--- src/common/iap_pkg.sv ---
// Constants, register map and carrier types of the flash programming controller
package iap_pkg;
  localparam int ADDR_W = 15;
  localparam int WORD_W = 16;
  localparam int PAGE_WORDS = 64;
  localparam int IDX_W = 6;
  localparam logic [IDX_W-1:0] LAST_WORD = 6'h3F;

  // Register offsets inside the flash access window
  localparam logic [7:0] OFF_CTRL = 8'h43;
  localparam logic [7:0] OFF_RESET_KEY = 8'h44;
  localparam logic [7:0] OFF_BUF_CLEAR = 8'h45;
  localparam logic [7:0] OFF_ADDR_LOW = 8'h46;
  localparam logic [7:0] OFF_ADDR_HIGH = 8'h47;
  localparam logic [7:0] OFF_DW0_LOW = 8'h48;
  localparam logic [7:0] OFF_DW0_HIGH = 8'h49;
  localparam logic [7:0] OFF_DW1_LOW = 8'h4A;
  localparam logic [7:0] OFF_DW3_HIGH = 8'h4F;

  // Field positions
  localparam int BIT_WRITE_ENABLED = 7;
  localparam int BIT_UNLOCK_EN = 3;
  localparam int BIT_WRITE_START = 2;
  localparam int BIT_READ_EN = 1;
  localparam int BIT_READ_START = 0;
  localparam int BIT_BUF_CLEAR = 0;
  localparam int MODE_LSB = 4;
  localparam int ADDR_HIGH_W = 7;

  localparam logic [7:0] REG_RESET = 8'h00;
  localparam logic [WORD_W-1:0] WORD_RESET = 16'h0000;
  localparam logic [WORD_W-1:0] BUF_CLEAR_VALUE = 16'hFFFF;

  // Operation mode codes
  localparam logic [2:0] MODE_WRITE = 3'h0;
  localparam logic [2:0] MODE_ERASE = 3'h1;
  localparam logic [2:0] MODE_READ = 3'h3;
  localparam logic [2:0] MODE_UNLOCK = 3'h6;

  localparam logic [7:0] CHIP_RESET_VALUE = 8'h55;
  localparam int KEY_LEN = 6;
  localparam logic [2:0] KEY_LAST = 3'h5;
  localparam logic [KEY_LEN-1:0][7:0] UNLOCK_KEY = {8'h40, 8'hC3, 8'h09, 8'h0D, 8'h04, 8'h00};

  // Unlock window measured in sub clock periods, rounded down
  localparam int UNLOCK_TIMEOUT_US = 300;
  localparam int SUB_CLOCK_HZ = 32768;
  localparam int TIMEOUT_TICKS = (UNLOCK_TIMEOUT_US * SUB_CLOCK_HZ) / 1000000;
  localparam int TMO_W = $clog2(TIMEOUT_TICKS + 1);
  localparam logic [TMO_W-1:0] TMO_LAST = TMO_W'(TIMEOUT_TICKS - 1);

  typedef enum logic [2:0] {IAP_IDLE, IAP_UNLOCK, IAP_CLEAR, IAP_ERASE, IAP_WR_FETCH, IAP_WR_REQ, IAP_READ} iap_fsm_t;
  typedef enum logic [1:0] {IAP_OP_WRITE, IAP_OP_ERASE, IAP_OP_READ} iap_op_t;

  // Main control register, laid out as read back
  typedef struct packed {
    logic write_enabled;
    logic [2:0] mode;
    logic unlock_en;
    logic write_start;
    logic read_en;
    logic read_start;
  } iap_ctrl_t;

  typedef struct packed {
    logic req;
    iap_op_t op;
    logic [ADDR_W-1:0] addr;
    logic [WORD_W-1:0] wdata;
  } iap_flash_cmd_t;

  typedef struct packed {
    iap_ctrl_t ctrl;
    logic [7:0] chip_key;
    logic buf_clear;
    logic [ADDR_W-1:0] addr;
    logic [3:0][WORD_W-1:0] data;
    iap_fsm_t fsm;
    logic [2:0] key_idx;
    logic [TMO_W-1:0] tmo;
    logic [2:0] sub_sync;
    logic sub_lvl;
    logic [IDX_W-1:0] idx;
    logic req;
    iap_op_t op;
    logic [ADDR_W-1:0] cmd_addr;
    logic chip_reset;
    logic [7:0] rdata;
  } iap_state_t;
endpackage

--- src/hw/iap_flash_access_control.sv ---
// In-application flash programming controller: registers, unlock, buffer load and flash sequencing
// Function
// - Writing 55H to reset key resets chip
// - Buffer clear bit starts clear, hardware ends it
// - Buffer clear register bits 7..1 read zero
// - Fifteen-bit address, high byte bit 7 zero
// - Data word 0 low write stays local
// - Data word 0 high loads buffer, increments address
// - Data words 1..3 are byte pairs, reset zero
// - Six key bytes written in order, compared
// - Unlock times out after 9 sub clock periods (300us rounded down)
// - Timeout or bad key drops enable bit
// - Good key sets write-enabled, drops enable bit
// - Clearing write-enabled blocks writes and erases
// - Erase page from address bits 14..6 only
// - CPU halted while write or read runs
// - Mode codes write, erase, read, unlock
// - Software cannot set write-enabled bit
// - Write start cleared by hardware when done
// - Read start with read enable in read mode runs read
`timescale 1ns/100ps
module iap_flash_access_control #(
  parameter int BUF_DEPTH = iap_pkg::PAGE_WORDS
) (
  input wire logic clk,
  input wire logic nrst,
  input wire logic sub_clock,
  input wire logic [7:0] cpu_addr,
  input wire logic cpu_wr,
  input wire logic cpu_rd,
  input wire logic [7:0] cpu_wdata,
  output logic [7:0] cpu_rdata,
  output logic cpu_halt,
  output logic chip_reset,
  output iap_pkg::iap_flash_cmd_t flash_cmd,
  input wire logic flash_done,
  input wire logic [iap_pkg::WORD_W-1:0] flash_rdata
);
  iap_pkg::iap_state_t s;
  iap_pkg::iap_state_t n;
  logic sub_tick;
  logic buf_we;
  logic [iap_pkg::IDX_W-1:0] buf_waddr;
  logic [iap_pkg::WORD_W-1:0] buf_wdata;
  logic [iap_pkg::WORD_W-1:0] buf_rdata;
  logic [7:0] dw_off;
  logic key_write;
  logic [7:0] key_addr;
  if (BUF_DEPTH != iap_pkg::PAGE_WORDS)
  begin : g_check
    $error("Buffer depth must match the erase page size");
  end
  iap_word_buffer #(
    .WIDTH(iap_pkg::WORD_W),
    .DEPTH(BUF_DEPTH),
    .AW(iap_pkg::IDX_W)
  ) u_buffer (
    .clk(clk),
    .nrst(nrst),
    .we(buf_we),
    .waddr(buf_waddr),
    .wdata(buf_wdata),
    .raddr(s.idx),
    .rdata(buf_rdata)
  );
  assign dw_off = cpu_addr - iap_pkg::OFF_DW0_LOW;
  assign key_write = cpu_wr && cpu_addr >= iap_pkg::OFF_DW1_LOW && cpu_addr <= iap_pkg::OFF_DW3_HIGH;
  assign key_addr = iap_pkg::OFF_DW1_LOW + {5'h00, s.key_idx};
  always_comb
  begin
    n = s;
    n.chip_reset = 1'b0;
    buf_we = 1'b0;
    buf_waddr = s.addr[iap_pkg::IDX_W-1:0];
    buf_wdata = {cpu_wdata, s.data[0][7:0]};
    // Sub clock pin: level accepted once the last two stages agree
    n.sub_sync = {s.sub_sync[1:0], sub_clock};
    if (s.sub_sync[1] == s.sub_sync[2])
    begin
      n.sub_lvl = s.sub_sync[2];
    end
    sub_tick = n.sub_lvl & ~s.sub_lvl;
    // Register reads, answered one cycle later
    n.rdata = iap_pkg::REG_RESET;
    if (cpu_rd)
    begin
      case (cpu_addr)
        iap_pkg::OFF_CTRL: n.rdata = s.ctrl;
        iap_pkg::OFF_RESET_KEY: n.rdata = s.chip_key;
        iap_pkg::OFF_BUF_CLEAR: n.rdata = {7'h00, s.buf_clear};
        iap_pkg::OFF_ADDR_LOW: n.rdata = s.addr[7:0];
        iap_pkg::OFF_ADDR_HIGH: n.rdata = {1'b0, s.addr[14:8]};
        default:
        begin
          if (cpu_addr >= iap_pkg::OFF_DW0_LOW && cpu_addr <= iap_pkg::OFF_DW3_HIGH)
          begin
            n.rdata = dw_off[0] ? s.data[dw_off[2:1]][15:8] : s.data[dw_off[2:1]][7:0];
          end
        end
      endcase
    end
    // Register writes
    if (cpu_wr)
    begin
      case (cpu_addr)
        iap_pkg::OFF_CTRL:
        begin
          n.ctrl.mode = cpu_wdata[iap_pkg::MODE_LSB +: 3];
          n.ctrl.unlock_en = cpu_wdata[iap_pkg::BIT_UNLOCK_EN];
          n.ctrl.read_en = cpu_wdata[iap_pkg::BIT_READ_EN];
          if (!cpu_wdata[iap_pkg::BIT_WRITE_ENABLED])
          begin
            n.ctrl.write_enabled = 1'b0;
          end
          if (cpu_wdata[iap_pkg::BIT_WRITE_START])
          begin
            n.ctrl.write_start = 1'b1;
          end
          if (cpu_wdata[iap_pkg::BIT_READ_START])
          begin
            n.ctrl.read_start = 1'b1;
          end
        end
        iap_pkg::OFF_RESET_KEY:
        begin
          n.chip_key = cpu_wdata;
          n.chip_reset = (cpu_wdata == iap_pkg::CHIP_RESET_VALUE);
        end
        iap_pkg::OFF_BUF_CLEAR:
        begin
          if (cpu_wdata[iap_pkg::BIT_BUF_CLEAR])
          begin
            n.buf_clear = 1'b1;
          end
        end
        iap_pkg::OFF_ADDR_LOW: n.addr[7:0] = cpu_wdata;
        iap_pkg::OFF_ADDR_HIGH: n.addr[14:8] = cpu_wdata[iap_pkg::ADDR_HIGH_W-1:0];
        default:
        begin
          if (cpu_addr >= iap_pkg::OFF_DW0_LOW && cpu_addr <= iap_pkg::OFF_DW3_HIGH)
          begin
            if (dw_off[0])
            begin
              n.data[dw_off[2:1]][15:8] = cpu_wdata;
            end
            else
            begin
              n.data[dw_off[2:1]][7:0] = cpu_wdata;
            end
          end
          if (cpu_addr == iap_pkg::OFF_DW0_HIGH)
          begin
            buf_we = 1'b1;
            n.addr = s.addr + 15'h0001;
          end
        end
      endcase
    end
    case (s.fsm)
      iap_pkg::IAP_IDLE:
      begin
        if (s.ctrl.unlock_en && s.ctrl.mode == iap_pkg::MODE_UNLOCK)
        begin
          n.fsm = iap_pkg::IAP_UNLOCK;
          n.key_idx = 3'h0;
          n.tmo = '0;
        end
        else if (s.buf_clear)
        begin
          n.fsm = iap_pkg::IAP_CLEAR;
          n.idx = '0;
        end
        else if (s.ctrl.write_start)
        begin
          // Without a successful unlock the start bit is dropped unserved
          if (s.ctrl.write_enabled && s.ctrl.mode == iap_pkg::MODE_WRITE)
          begin
            n.fsm = iap_pkg::IAP_WR_FETCH;
            n.idx = '0;
          end
          else if (s.ctrl.write_enabled && s.ctrl.mode == iap_pkg::MODE_ERASE)
          begin
            n.fsm = iap_pkg::IAP_ERASE;
            n.req = 1'b1;
            n.op = iap_pkg::IAP_OP_ERASE;
            n.cmd_addr = {s.addr[14:6], 6'h00};
          end
          else
          begin
            n.ctrl.write_start = 1'b0;
          end
        end
        else if (s.ctrl.read_start)
        begin
          if (s.ctrl.read_en && s.ctrl.mode == iap_pkg::MODE_READ)
          begin
            n.fsm = iap_pkg::IAP_READ;
            n.req = 1'b1;
            n.op = iap_pkg::IAP_OP_READ;
            n.cmd_addr = s.addr;
          end
          else
          begin
            n.ctrl.read_start = 1'b0;
          end
        end
      end
      iap_pkg::IAP_UNLOCK:
      begin
        if (!n.ctrl.unlock_en || n.ctrl.mode != iap_pkg::MODE_UNLOCK)
        begin
          n.fsm = iap_pkg::IAP_IDLE;
        end
        else if (key_write)
        begin
          if (cpu_addr == key_addr && cpu_wdata == iap_pkg::UNLOCK_KEY[s.key_idx])
          begin
            if (s.key_idx == iap_pkg::KEY_LAST)
            begin
              n.ctrl.write_enabled = 1'b1;
              n.ctrl.unlock_en = 1'b0;
              n.fsm = iap_pkg::IAP_IDLE;
            end
            else
            begin
              n.key_idx = s.key_idx + 3'h1;
            end
          end
          else
          begin
            n.ctrl.unlock_en = 1'b0;
            n.fsm = iap_pkg::IAP_IDLE;
          end
        end
        else if (sub_tick)
        begin
          if (s.tmo == iap_pkg::TMO_LAST)
          begin
            n.ctrl.unlock_en = 1'b0;
            n.fsm = iap_pkg::IAP_IDLE;
          end
          else
          begin
            n.tmo = s.tmo + 1'b1;
          end
        end
      end
      iap_pkg::IAP_CLEAR:
      begin
        // Clearing owns the buffer port over a concurrent word load
        buf_we = 1'b1;
        buf_waddr = s.idx;
        buf_wdata = iap_pkg::BUF_CLEAR_VALUE;
        if (s.idx == iap_pkg::LAST_WORD)
        begin
          n.buf_clear = cpu_wr && cpu_addr == iap_pkg::OFF_BUF_CLEAR && cpu_wdata[iap_pkg::BIT_BUF_CLEAR];
          n.fsm = iap_pkg::IAP_IDLE;
        end
        else
        begin
          n.idx = s.idx + 1'b1;
        end
      end
      iap_pkg::IAP_ERASE:
      begin
        if (flash_done)
        begin
          n.req = 1'b0;
          n.ctrl.write_start = 1'b0;
          n.fsm = iap_pkg::IAP_IDLE;
        end
      end
      iap_pkg::IAP_WR_FETCH:
      begin
        n.req = 1'b1;
        n.op = iap_pkg::IAP_OP_WRITE;
        n.cmd_addr = {s.addr[14:6], s.idx};
        n.fsm = iap_pkg::IAP_WR_REQ;
      end
      iap_pkg::IAP_WR_REQ:
      begin
        if (flash_done)
        begin
          n.req = 1'b0;
          if (s.idx == iap_pkg::LAST_WORD)
          begin
            n.ctrl.write_start = 1'b0;
            n.fsm = iap_pkg::IAP_IDLE;
          end
          else
          begin
            n.idx = s.idx + 1'b1;
            n.fsm = iap_pkg::IAP_WR_FETCH;
          end
        end
      end
      iap_pkg::IAP_READ:
      begin
        if (flash_done)
        begin
          n.req = 1'b0;
          n.data[0] = flash_rdata;
          n.ctrl.read_start = 1'b0;
          n.fsm = iap_pkg::IAP_IDLE;
        end
      end
      default:
      begin
        n.fsm = iap_pkg::IAP_IDLE;
        n.req = 1'b0;
      end
    endcase
  end
  always_ff @(posedge clk or negedge nrst)
  begin
    if (!nrst)
    begin
      s <= '0;
    end
    else
    begin
      s <= n;
    end
  end
  assign cpu_rdata = s.rdata;
  assign cpu_halt = s.ctrl.write_start | s.ctrl.read_start;
  assign chip_reset = s.chip_reset;
  assign flash_cmd = '{req: s.req, op: s.op, addr: s.cmd_addr, wdata: buf_rdata};
  chip_reset_a: assert property (@(posedge clk) disable iff (!nrst)
    cpu_wr && cpu_addr == iap_pkg::OFF_RESET_KEY && cpu_wdata == 8'h55 |=> chip_reset ##1 !chip_reset)
    else $error("Reset key did not give a one-cycle chip reset");
  clear_readback_a: assert property (@(posedge clk) disable iff (!nrst)
    cpu_rd && cpu_addr == iap_pkg::OFF_BUF_CLEAR |=> cpu_rdata[7:1] == 7'h00)
    else $error("Buffer clear register upper bits not zero");
  addr_high_rb_a: assert property (@(posedge clk) disable iff (!nrst)
    cpu_rd && cpu_addr == iap_pkg::OFF_ADDR_HIGH |=> cpu_rdata == {1'b0, $past(s.addr[14:8])})
    else $error("Address high readback wrong");
  low_no_load_a: assert property (@(posedge clk) disable iff (!nrst)
    cpu_wr && cpu_addr == iap_pkg::OFF_DW0_LOW && s.fsm != iap_pkg::IAP_CLEAR |-> !buf_we)
    else $error("Low data byte write touched the buffer");
  high_load_a: assert property (@(posedge clk) disable iff (!nrst)
    cpu_wr && cpu_addr == iap_pkg::OFF_DW0_HIGH && s.fsm != iap_pkg::IAP_CLEAR
    |-> buf_we && buf_wdata == {cpu_wdata, s.data[0][7:0]} ##1 s.addr == $past(s.addr) + 15'h0001)
    else $error("High data byte write did not load and advance");
  unlock_tmo_a: assert property (@(posedge clk) disable iff (!nrst)
    s.fsm == iap_pkg::IAP_UNLOCK && sub_tick && s.tmo == iap_pkg::TMO_LAST && !cpu_wr
    |=> !s.ctrl.unlock_en && s.fsm == iap_pkg::IAP_IDLE && s.ctrl.write_enabled == $past(s.ctrl.write_enabled))
    else $error("Unlock timeout not handled");
  unlock_ok_a: assert property (@(posedge clk) disable iff (!nrst)
    s.fsm == iap_pkg::IAP_UNLOCK && s.ctrl.unlock_en && s.ctrl.mode == 3'h6 && s.key_idx == 3'h5
    && cpu_wr && cpu_addr == 8'h4F && cpu_wdata == 8'h40 |=> s.ctrl.write_enabled && !s.ctrl.unlock_en)
    else $error("Correct key did not enable writing");
  no_sw_enable_a: assert property (@(posedge clk) disable iff (!nrst)
    !s.ctrl.write_enabled && s.fsm != iap_pkg::IAP_UNLOCK |=> !s.ctrl.write_enabled)
    else $error("Write-enabled set outside a successful unlock");
  erase_page_a: assert property (@(posedge clk) disable iff (!nrst)
    flash_cmd.req && flash_cmd.op != iap_pkg::IAP_OP_READ
    |-> s.ctrl.write_enabled && (flash_cmd.op != iap_pkg::IAP_OP_ERASE || flash_cmd.addr[5:0] == 6'h00))
    else $error("Flash write or erase issued wrongly");
  halt_start_a: assert property (@(posedge clk) disable iff (!nrst)
    cpu_wr && cpu_addr == iap_pkg::OFF_CTRL && cpu_wdata[2] |=> cpu_halt)
    else $error("CPU not halted after write start");
  read_done_a: assert property (@(posedge clk) disable iff (!nrst)
    s.fsm == iap_pkg::IAP_READ && flash_done |=> !cpu_halt && s.data[0] == $past(flash_rdata))
    else $error("Read completion not handled");
endmodule

--- src/hw/iap_word_buffer.sv ---
// Flash write buffer: one write port, registered read port
`timescale 1ns/100ps
module iap_word_buffer #(
  parameter int WIDTH = 16,
  parameter int DEPTH = 64,
  parameter int AW = 6
) (
  input wire logic clk,
  input wire logic nrst,
  input wire logic we,
  input wire logic [AW-1:0] waddr,
  input wire logic [WIDTH-1:0] wdata,
  input wire logic [AW-1:0] raddr,
  output logic [WIDTH-1:0] rdata
);
  typedef struct packed {
    logic [DEPTH-1:0][WIDTH-1:0] mem;
    logic [WIDTH-1:0] rdata;
  } iap_buf_state_t;

  iap_buf_state_t buf_reg;
  iap_buf_state_t buf_next;

  if (DEPTH != (1 << AW) || WIDTH < 1)
  begin : g_check
    $error("Buffer depth must equal two to the address width");
  end

  always_comb
  begin
    buf_next = buf_reg;
    buf_next.rdata = buf_reg.mem[raddr];
    if (we)
    begin
      buf_next.mem[waddr] = wdata;
    end
  end

  always_ff @(posedge clk or negedge nrst)
  begin
    if (!nrst)
    begin
      buf_reg <= '0;
    end
    else
    begin
      buf_reg <= buf_next;
    end
  end

  assign rdata = buf_reg.rdata;
endmodule

--- config.mk ---
export PLATFORM = sky130hd
export DESIGN_NAME = iap_flash_access_control
export DESIGN_NICKNAME = d
export VERILOG_FILES = /design/src/common/iap_pkg.sv /design/src/hw/iap_flash_access_control.sv /design/src/hw/iap_word_buffer.sv
export SDC_FILE = /design/constraint.sdc
export NUM_CORES = 2
export LEC_CHECK = 0
export BUFFER_PORTS_ARGS = -buffer_cell sky130_fd_sc_hd__buf_2
export CAP_MARGIN = 20
export CORE_MARGIN = 3
export CORE_UTILIZATION = 63
export CTS_CLUSTER_DIAMETER = 40
export CTS_CLUSTER_SIZE = 12
export DETAILED_ROUTE_END_ITERATION = 6
export GPL_ROUTABILITY_DRIVEN = 0
export PLACE_DENSITY = 0.8
export SETUP_SLACK_MARGIN = 0.1
export SLEW_MARGIN = 30
export SYNTH_ARGS = -nofsm -noshare
export SYNTH_HDL_FRONTEND = slang
export SYNTH_HIERARCHICAL = 1
export SYNTH_SLANG_ARGS = --single-unit
--- constraint.sdc ---
create_clock -name clk -period 4.35 [get_ports clk]
set_input_delay 0.6525 -clock clk [delete_from_list [all_inputs] [get_ports clk]]
set_output_delay 0.6525 -clock clk [all_outputs]
set_load 0.01 [all_outputs]
== Yosys cells after proc, flatten, opt, wreduce, memory -nomap -nowiden ==
Memory sizes are Yosys's and may differ from the RTL's.
Index checks and enable logic that the tools add are counted.
Storage, ports and cells
  register bits: 1183
  ROM bits: 64
  input bits: 38
  output and inout bits: 44
  logic and storage cells: 316
  memories: 1
Operators by class
  add/subtract/negate cells: 6
  $lt $le $gt $ge: 9
  equality and inequality tests: 50
  multiplexer cells: 116
  bitwise gates (word level): 7
  reductions and logical operators: 37
Memories
  (no name shown): depth 8, bits a word 8, rd ports 1, clocked after Yosys merged registers in 0, write ports 0, RTL line iap_flash_access_control.sv:216  | if (cpu_addr == key_addr && cpu_wdata == iap_pkg::UNLOCK_KEY[s.key_idx])
Operator list (count)
  bitwise mux 1024 bit: 1
  2-to-1 mux 64 bit: 3
  bitwise mux 64 bit: 2
  2-to-1 mux 18 bit: 6
  binary-select mux 16 bit (select 6 bit): 1
  demux 16 bit (select 6 bit): 1
  2-to-1 mux 16 bit: 6
  2-to-1 mux 96 bit: 1
  demux 16 bit (select 2 bit): 2
  2-to-1 mux 3 bit: 20
  equality test 8 x 7 -> 1 bit (second input constant): 7
  2-to-1 mux 8 bit: 7
  2-to-1 mux 1 bit: 41
  one-hot mux 8 bit (5 select lines): 1
  one-hot mux 17 bit (2 select lines): 1
  binary-select mux 16 bit (select 2 bit): 1
  2-to-1 mux 6 bit: 5
  inequality test 2 bit (second input constant): 14
  one-hot mux 7 bit (2 select lines): 2
  2-to-1 mux 24 bit: 1
  2-to-1 mux 7 bit: 3
  inequality test 3 bit (second input constant): 7
  one-hot mux 3 bit (7 select lines): 1
  2-to-1 mux 19 bit: 1
  50 further kinds: 90

== Logic depth before layout (Yosys ltp) ==
  word-level depth: 16
  gate-level depth with buffers: 11

== Cells and area by module ==
Netlist, hierarchy kept.
Modules (own cells, without submodules)
  iap_word_buffer: times used 1, cells an instance 3061, area an instance 47919.7 µm², seq. area each 26025.0 µm²
  iap_flash_access_control: times used 1, cells an instance 770, area an instance 8022.7 µm², seq. area each 3578.4 µm²

== Least setup slack after synthesis ==
Ideal clock, no wire load.
  path kind: input -> register
  start point: input cpu_addr[4]
  end point: register u_buffer/buf_reg[229] (netlist name)
  arrival time: 3484 ps
  slack: 741 ps
  stages on the path: 10
  buffers on the path: 2
  cell sequence: nor4b_1 -> nand2_1 -> or3_1 -> clkbuf_1 -> o21ai_0 -> and2b_1 -> nand3_2 -> nor2_2 -> buf_4 -> mux2_2
Between the ends
  longest elaborated chain between the ends: 5
  elaborated cells between the ends (all ways): 11
Ends and longest elaborated chain
  start, declared: RTL line iap_flash_access_control.sv:28  | input wire logic [7:0] cpu_addr,
  equality test 8 x 7 -> 1 bit (on tied branches): RTL line iap_flash_access_control.sv:105, iap_flash_access_control.sv:151
  OR reduction 5 bit (no source line) / 2-to-1 mux 1 bit (equally long branches)
  2-to-1 mux 1 bit *: RTL line iap_flash_access_control.sv:105  | case (cpu_addr)
  2-to-1 mux 1 bit *: RTL line iap_flash_access_control.sv:103  | if (cpu_wr)
  2-to-1 mux 1 bit *: RTL line iap_flash_access_control.sv:159  | case (s.fsm)
  named net buf_we: RTL line iap_flash_access_control.sv:42  | logic buf_we;
  end signal, assigned: RTL line iap_word_buffer.sv:47  | buf_reg <= buf_next;
  end, declared: RTL line iap_word_buffer.sv:21  | iap_buf_state_t buf_reg;
The timed path passes the listed nets; every way through them passes the cells marked *.
A chain may end at the register's enable or synchronous reset.

== Worst setup path after layout ==
  start point: register s[45] (netlist name)
  end point: register u_buffer/buf_reg[839] (netlist name)
Between the ends
  elaborated cells between the ends (all ways): 10
RTL lines
  start, declared: RTL line iap_flash_access_control.sv:39  | iap_pkg::iap_state_t s;
  start signal, assigned: RTL line iap_flash_access_control.sv:322  | s <= n;
  equality test 3 x 2 -> 1 bit: RTL line iap_flash_access_control.sv:159
  2-to-1 mux 1 bit: RTL line iap_flash_access_control.sv:159
  named net buf_we: RTL line iap_flash_access_control.sv:42
The timed path passes the listed nets, and every way through them passes these cells.

==> flow_summary.ini <==
[outcome]
status = completed

[worst_hold_path]
worstHoldPathType = in -> reg
min-delay-start = flash_rdata[8]
whs_path_depth = 3
hold_path_end = s[55]

[floorplan]
die_h_um = 304
die_x_um = 304
core.rowCount = 108
core_area_sq_um = 87400
initial_utilization_pct = 64.0
die-area_sq_um = 92400
ios = 82

[drt]
via_count = 34000
wl_per_cell_um = 27.5
routed_wl_um = 141000
viasPerCell = 6.65
first_pass_iters = 5
drc = 0
drtIter0Drc = 3169
drtAntennaViolNets = 0

[yosys]
synth_cell_type_count = 84
syn_avg_cell_area_sq_um = 14.6
postSynth.asyncResetShare_pct = 100
synth_top_cell_by_area = dfrtp_1
synth_area_leaders = dfrtp_1 (53%), mux2_2 (22%), mux4_2 (9.7%)
synth_nets = 3877
synth_top_area_share_pct = 52.9
synthCells = 3831
synth_edf_count = 0
ys_ff_latch = 1183
syn_area_sq_um = 55900
ys_seq_area_share_pct = 52.9
ys_warn_count = 6
synthFlopType = dfrtp_1

[setup_path]
worst_setup_path_end_kind = flip-flop
crit-reg2reg-launch = s[45]
critical_path.slowest_cell = dfrtp_1
path_common_cell = buf_4
start_kind = flip-flop
crit_chain = or3b_2, buf_4, o21ai_0, buf_4, and2_1, nand2_2, nor2_4, buf_4, mux2_2
reg2regPathDepth = 9
r2r-end = u_buffer/buf_reg[839]
cp_max_fo = 19
crit_family = simple AND/OR/NAND/NOR gates
reg2reg_slack_ns = 0.51
critPathArrivalTime_ns = 4.46
required_ns = 4.97
critPathKind = reg -> reg
cpPeakStageDelay_ns = 0.69
cp_num_buf_inv = 3

[clock_tree]
clock_sinks = 1183
cts_tree = built
clock-root-buffer = clkbuf_16
worst_skew_pair.late_latency_ns = 0.77
hold_buffers = 2
clock_path_buffers = 3
cts.clk_slew.worst_paths_ns = 0.06
cts_buffers = 153
cts_htree_levels = 4
postCtsSetupRepairBufs = 0
cts_resized = 0

[timing]
fmax_mhz = 260
hold_viol_final = 0
tns_ns = 0
fin_crit_sh_pct = 88.3
drv_slew = 0
rsz0062_at_grt = false
worst_pin_slew_ns = 0.970
min_period_ns = 3.84
maxSlewHeadroom_pct = 34.8
finalSetupViolCount = 0
fin_skew_ns = 0.0334

[pwr]
vdd_drop_max_mv = 0.557
power.density_nw_per_um2 = 548
leakage_nw = 30.0
finalPower_mw = 34.4

[cells_and_area]
layout_common_cells = dfrtp_1 (1179), mux2_2 (1090), mux4_2 (240), clkbuf_16 (156), buf_4 (98)
utilization_pct = 71.8
largest_reg_flops = 1024
final_common_cell = dfrtp_1
syn_to_final_growth_pct = 12.1
fin_nets = 3885
drive_gt1_share_pct = 49.4

[global_route]
grt_pass1_wl_um = 218000
met2_usage_pct = 47.3
grt_pass1_vias = 35700
use_met3_pct = 6.51
grt_util_all_layers_pct = 30.7
grt.busiest_layer = met2
antenna_found_initial = 7
grt_max_degree = 107
grtUsageMet1_pct = 43.8
overflow = 0

[placement]
place_hpwl_um = 88700
port_buffers = 81

[flow_run]
drv_cap = 0
==> worst max path at each step <==
stage                      from               endpoint  cells after the start
floorplan           cpu_addr[4]  u_buffer/buf_reg[229]                     10
global placement    cpu_addr[4]  u_buffer/buf_reg[838]                     12
detailed placement  cpu_addr[4]  u_buffer/buf_reg[839]                     12
CTS                       s[45]  u_buffer/buf_reg[839]                      9
global route              s[45]  u_buffer/buf_reg[891]                      9
finish                    s[45]  u_buffer/buf_reg[839]                      9
==> worst min-delay path: stages <==
cell	delay, ns
buf_2	0.08
nor2_1	0.03
a21oi_1	0.10
==> final cells by class <==
class	count	area [sq um]
antenna	5	12.5
clock buffer	195	4220
clock inverter	76	932
fill	5474	24700
inverter	13	48.8
multi-input combinational	2258	24300
sequential	1183	29600
tap	1155	1450
timing repair buffer	230	2140
==> kinds of logic (layout without fill, tap and decap cells) <==
group           after synthesis  after routing  synth area share [%]
mux                        1464           1464                  34.4
flops                      1183           1183                  52.9
simple gates                498            498                  5.35
buf+inv                     390            514                  3.74
compound gates              282            282                  3.35
fa+ha+maj                     9              9                 0.197
xor+xnor                      5              5                0.0783
other cells                   0              5                     0
==> per-stage QoR <==
stage	hold slack, ns	setup slack (ns)	cells	cell area (sq um)
floorplan	0.331	0.741	3831	55900
global placement	0.335	0.117	4836	57500
detailed placement	0.357	0.0712	4836	57500
CTS	0.109	0.574	5109	62700
global route	0.158	0.463	5110	62700
finish	0.150	0.510	5115	62700
==> synth_stat cells (8+ instances only) <==
library cell / instances
and3_1: 9
nor2b_1: 16
nand2b_1: 30
a221oi_1: 11
buf_6: 22
clkbuf_1: 140
mux2i_1: 57
nor2_4: 21
o21ai_0: 52
nand2_4: 14
nand4_1: 29
mux2_2: 1090
nand2_1: 95
nand2_2: 15
inv_1: 12
nor3_1: 23
buf_2: 74
a21oi_1: 51
buf_4: 98
a22oi_1: 83
mux2_4: 30
o22ai_1: 26
and2_1: 21
mux2_1: 47
buf_1: 42
o31ai_1: 12
nor2_1: 88
dfrtp_1: 1183
mux4_2: 240
ha_1: 8
nor2_2: 13
nand3_1: 51
==> power by group <==
part           internal (mW)  total [mW]  switching (mW)
Sequential              12.2        13.0           0.842
Clock                   7.76        12.7            4.94
Combinational           3.29        8.62            5.33
==> metal layers <==
| metal | up-vias | part of all wire, % |
|---|---|---|
| met3 | 282 | 7.9 |
| met5 | - | 0.019 |
| met2 | 1338 | 47 |
| met1 | 18200 | 42 |
| met4 | 4 | 3.4 |
| li1 | 14200 | - |
No activity file was read; power rests on OpenSTA's default activity.
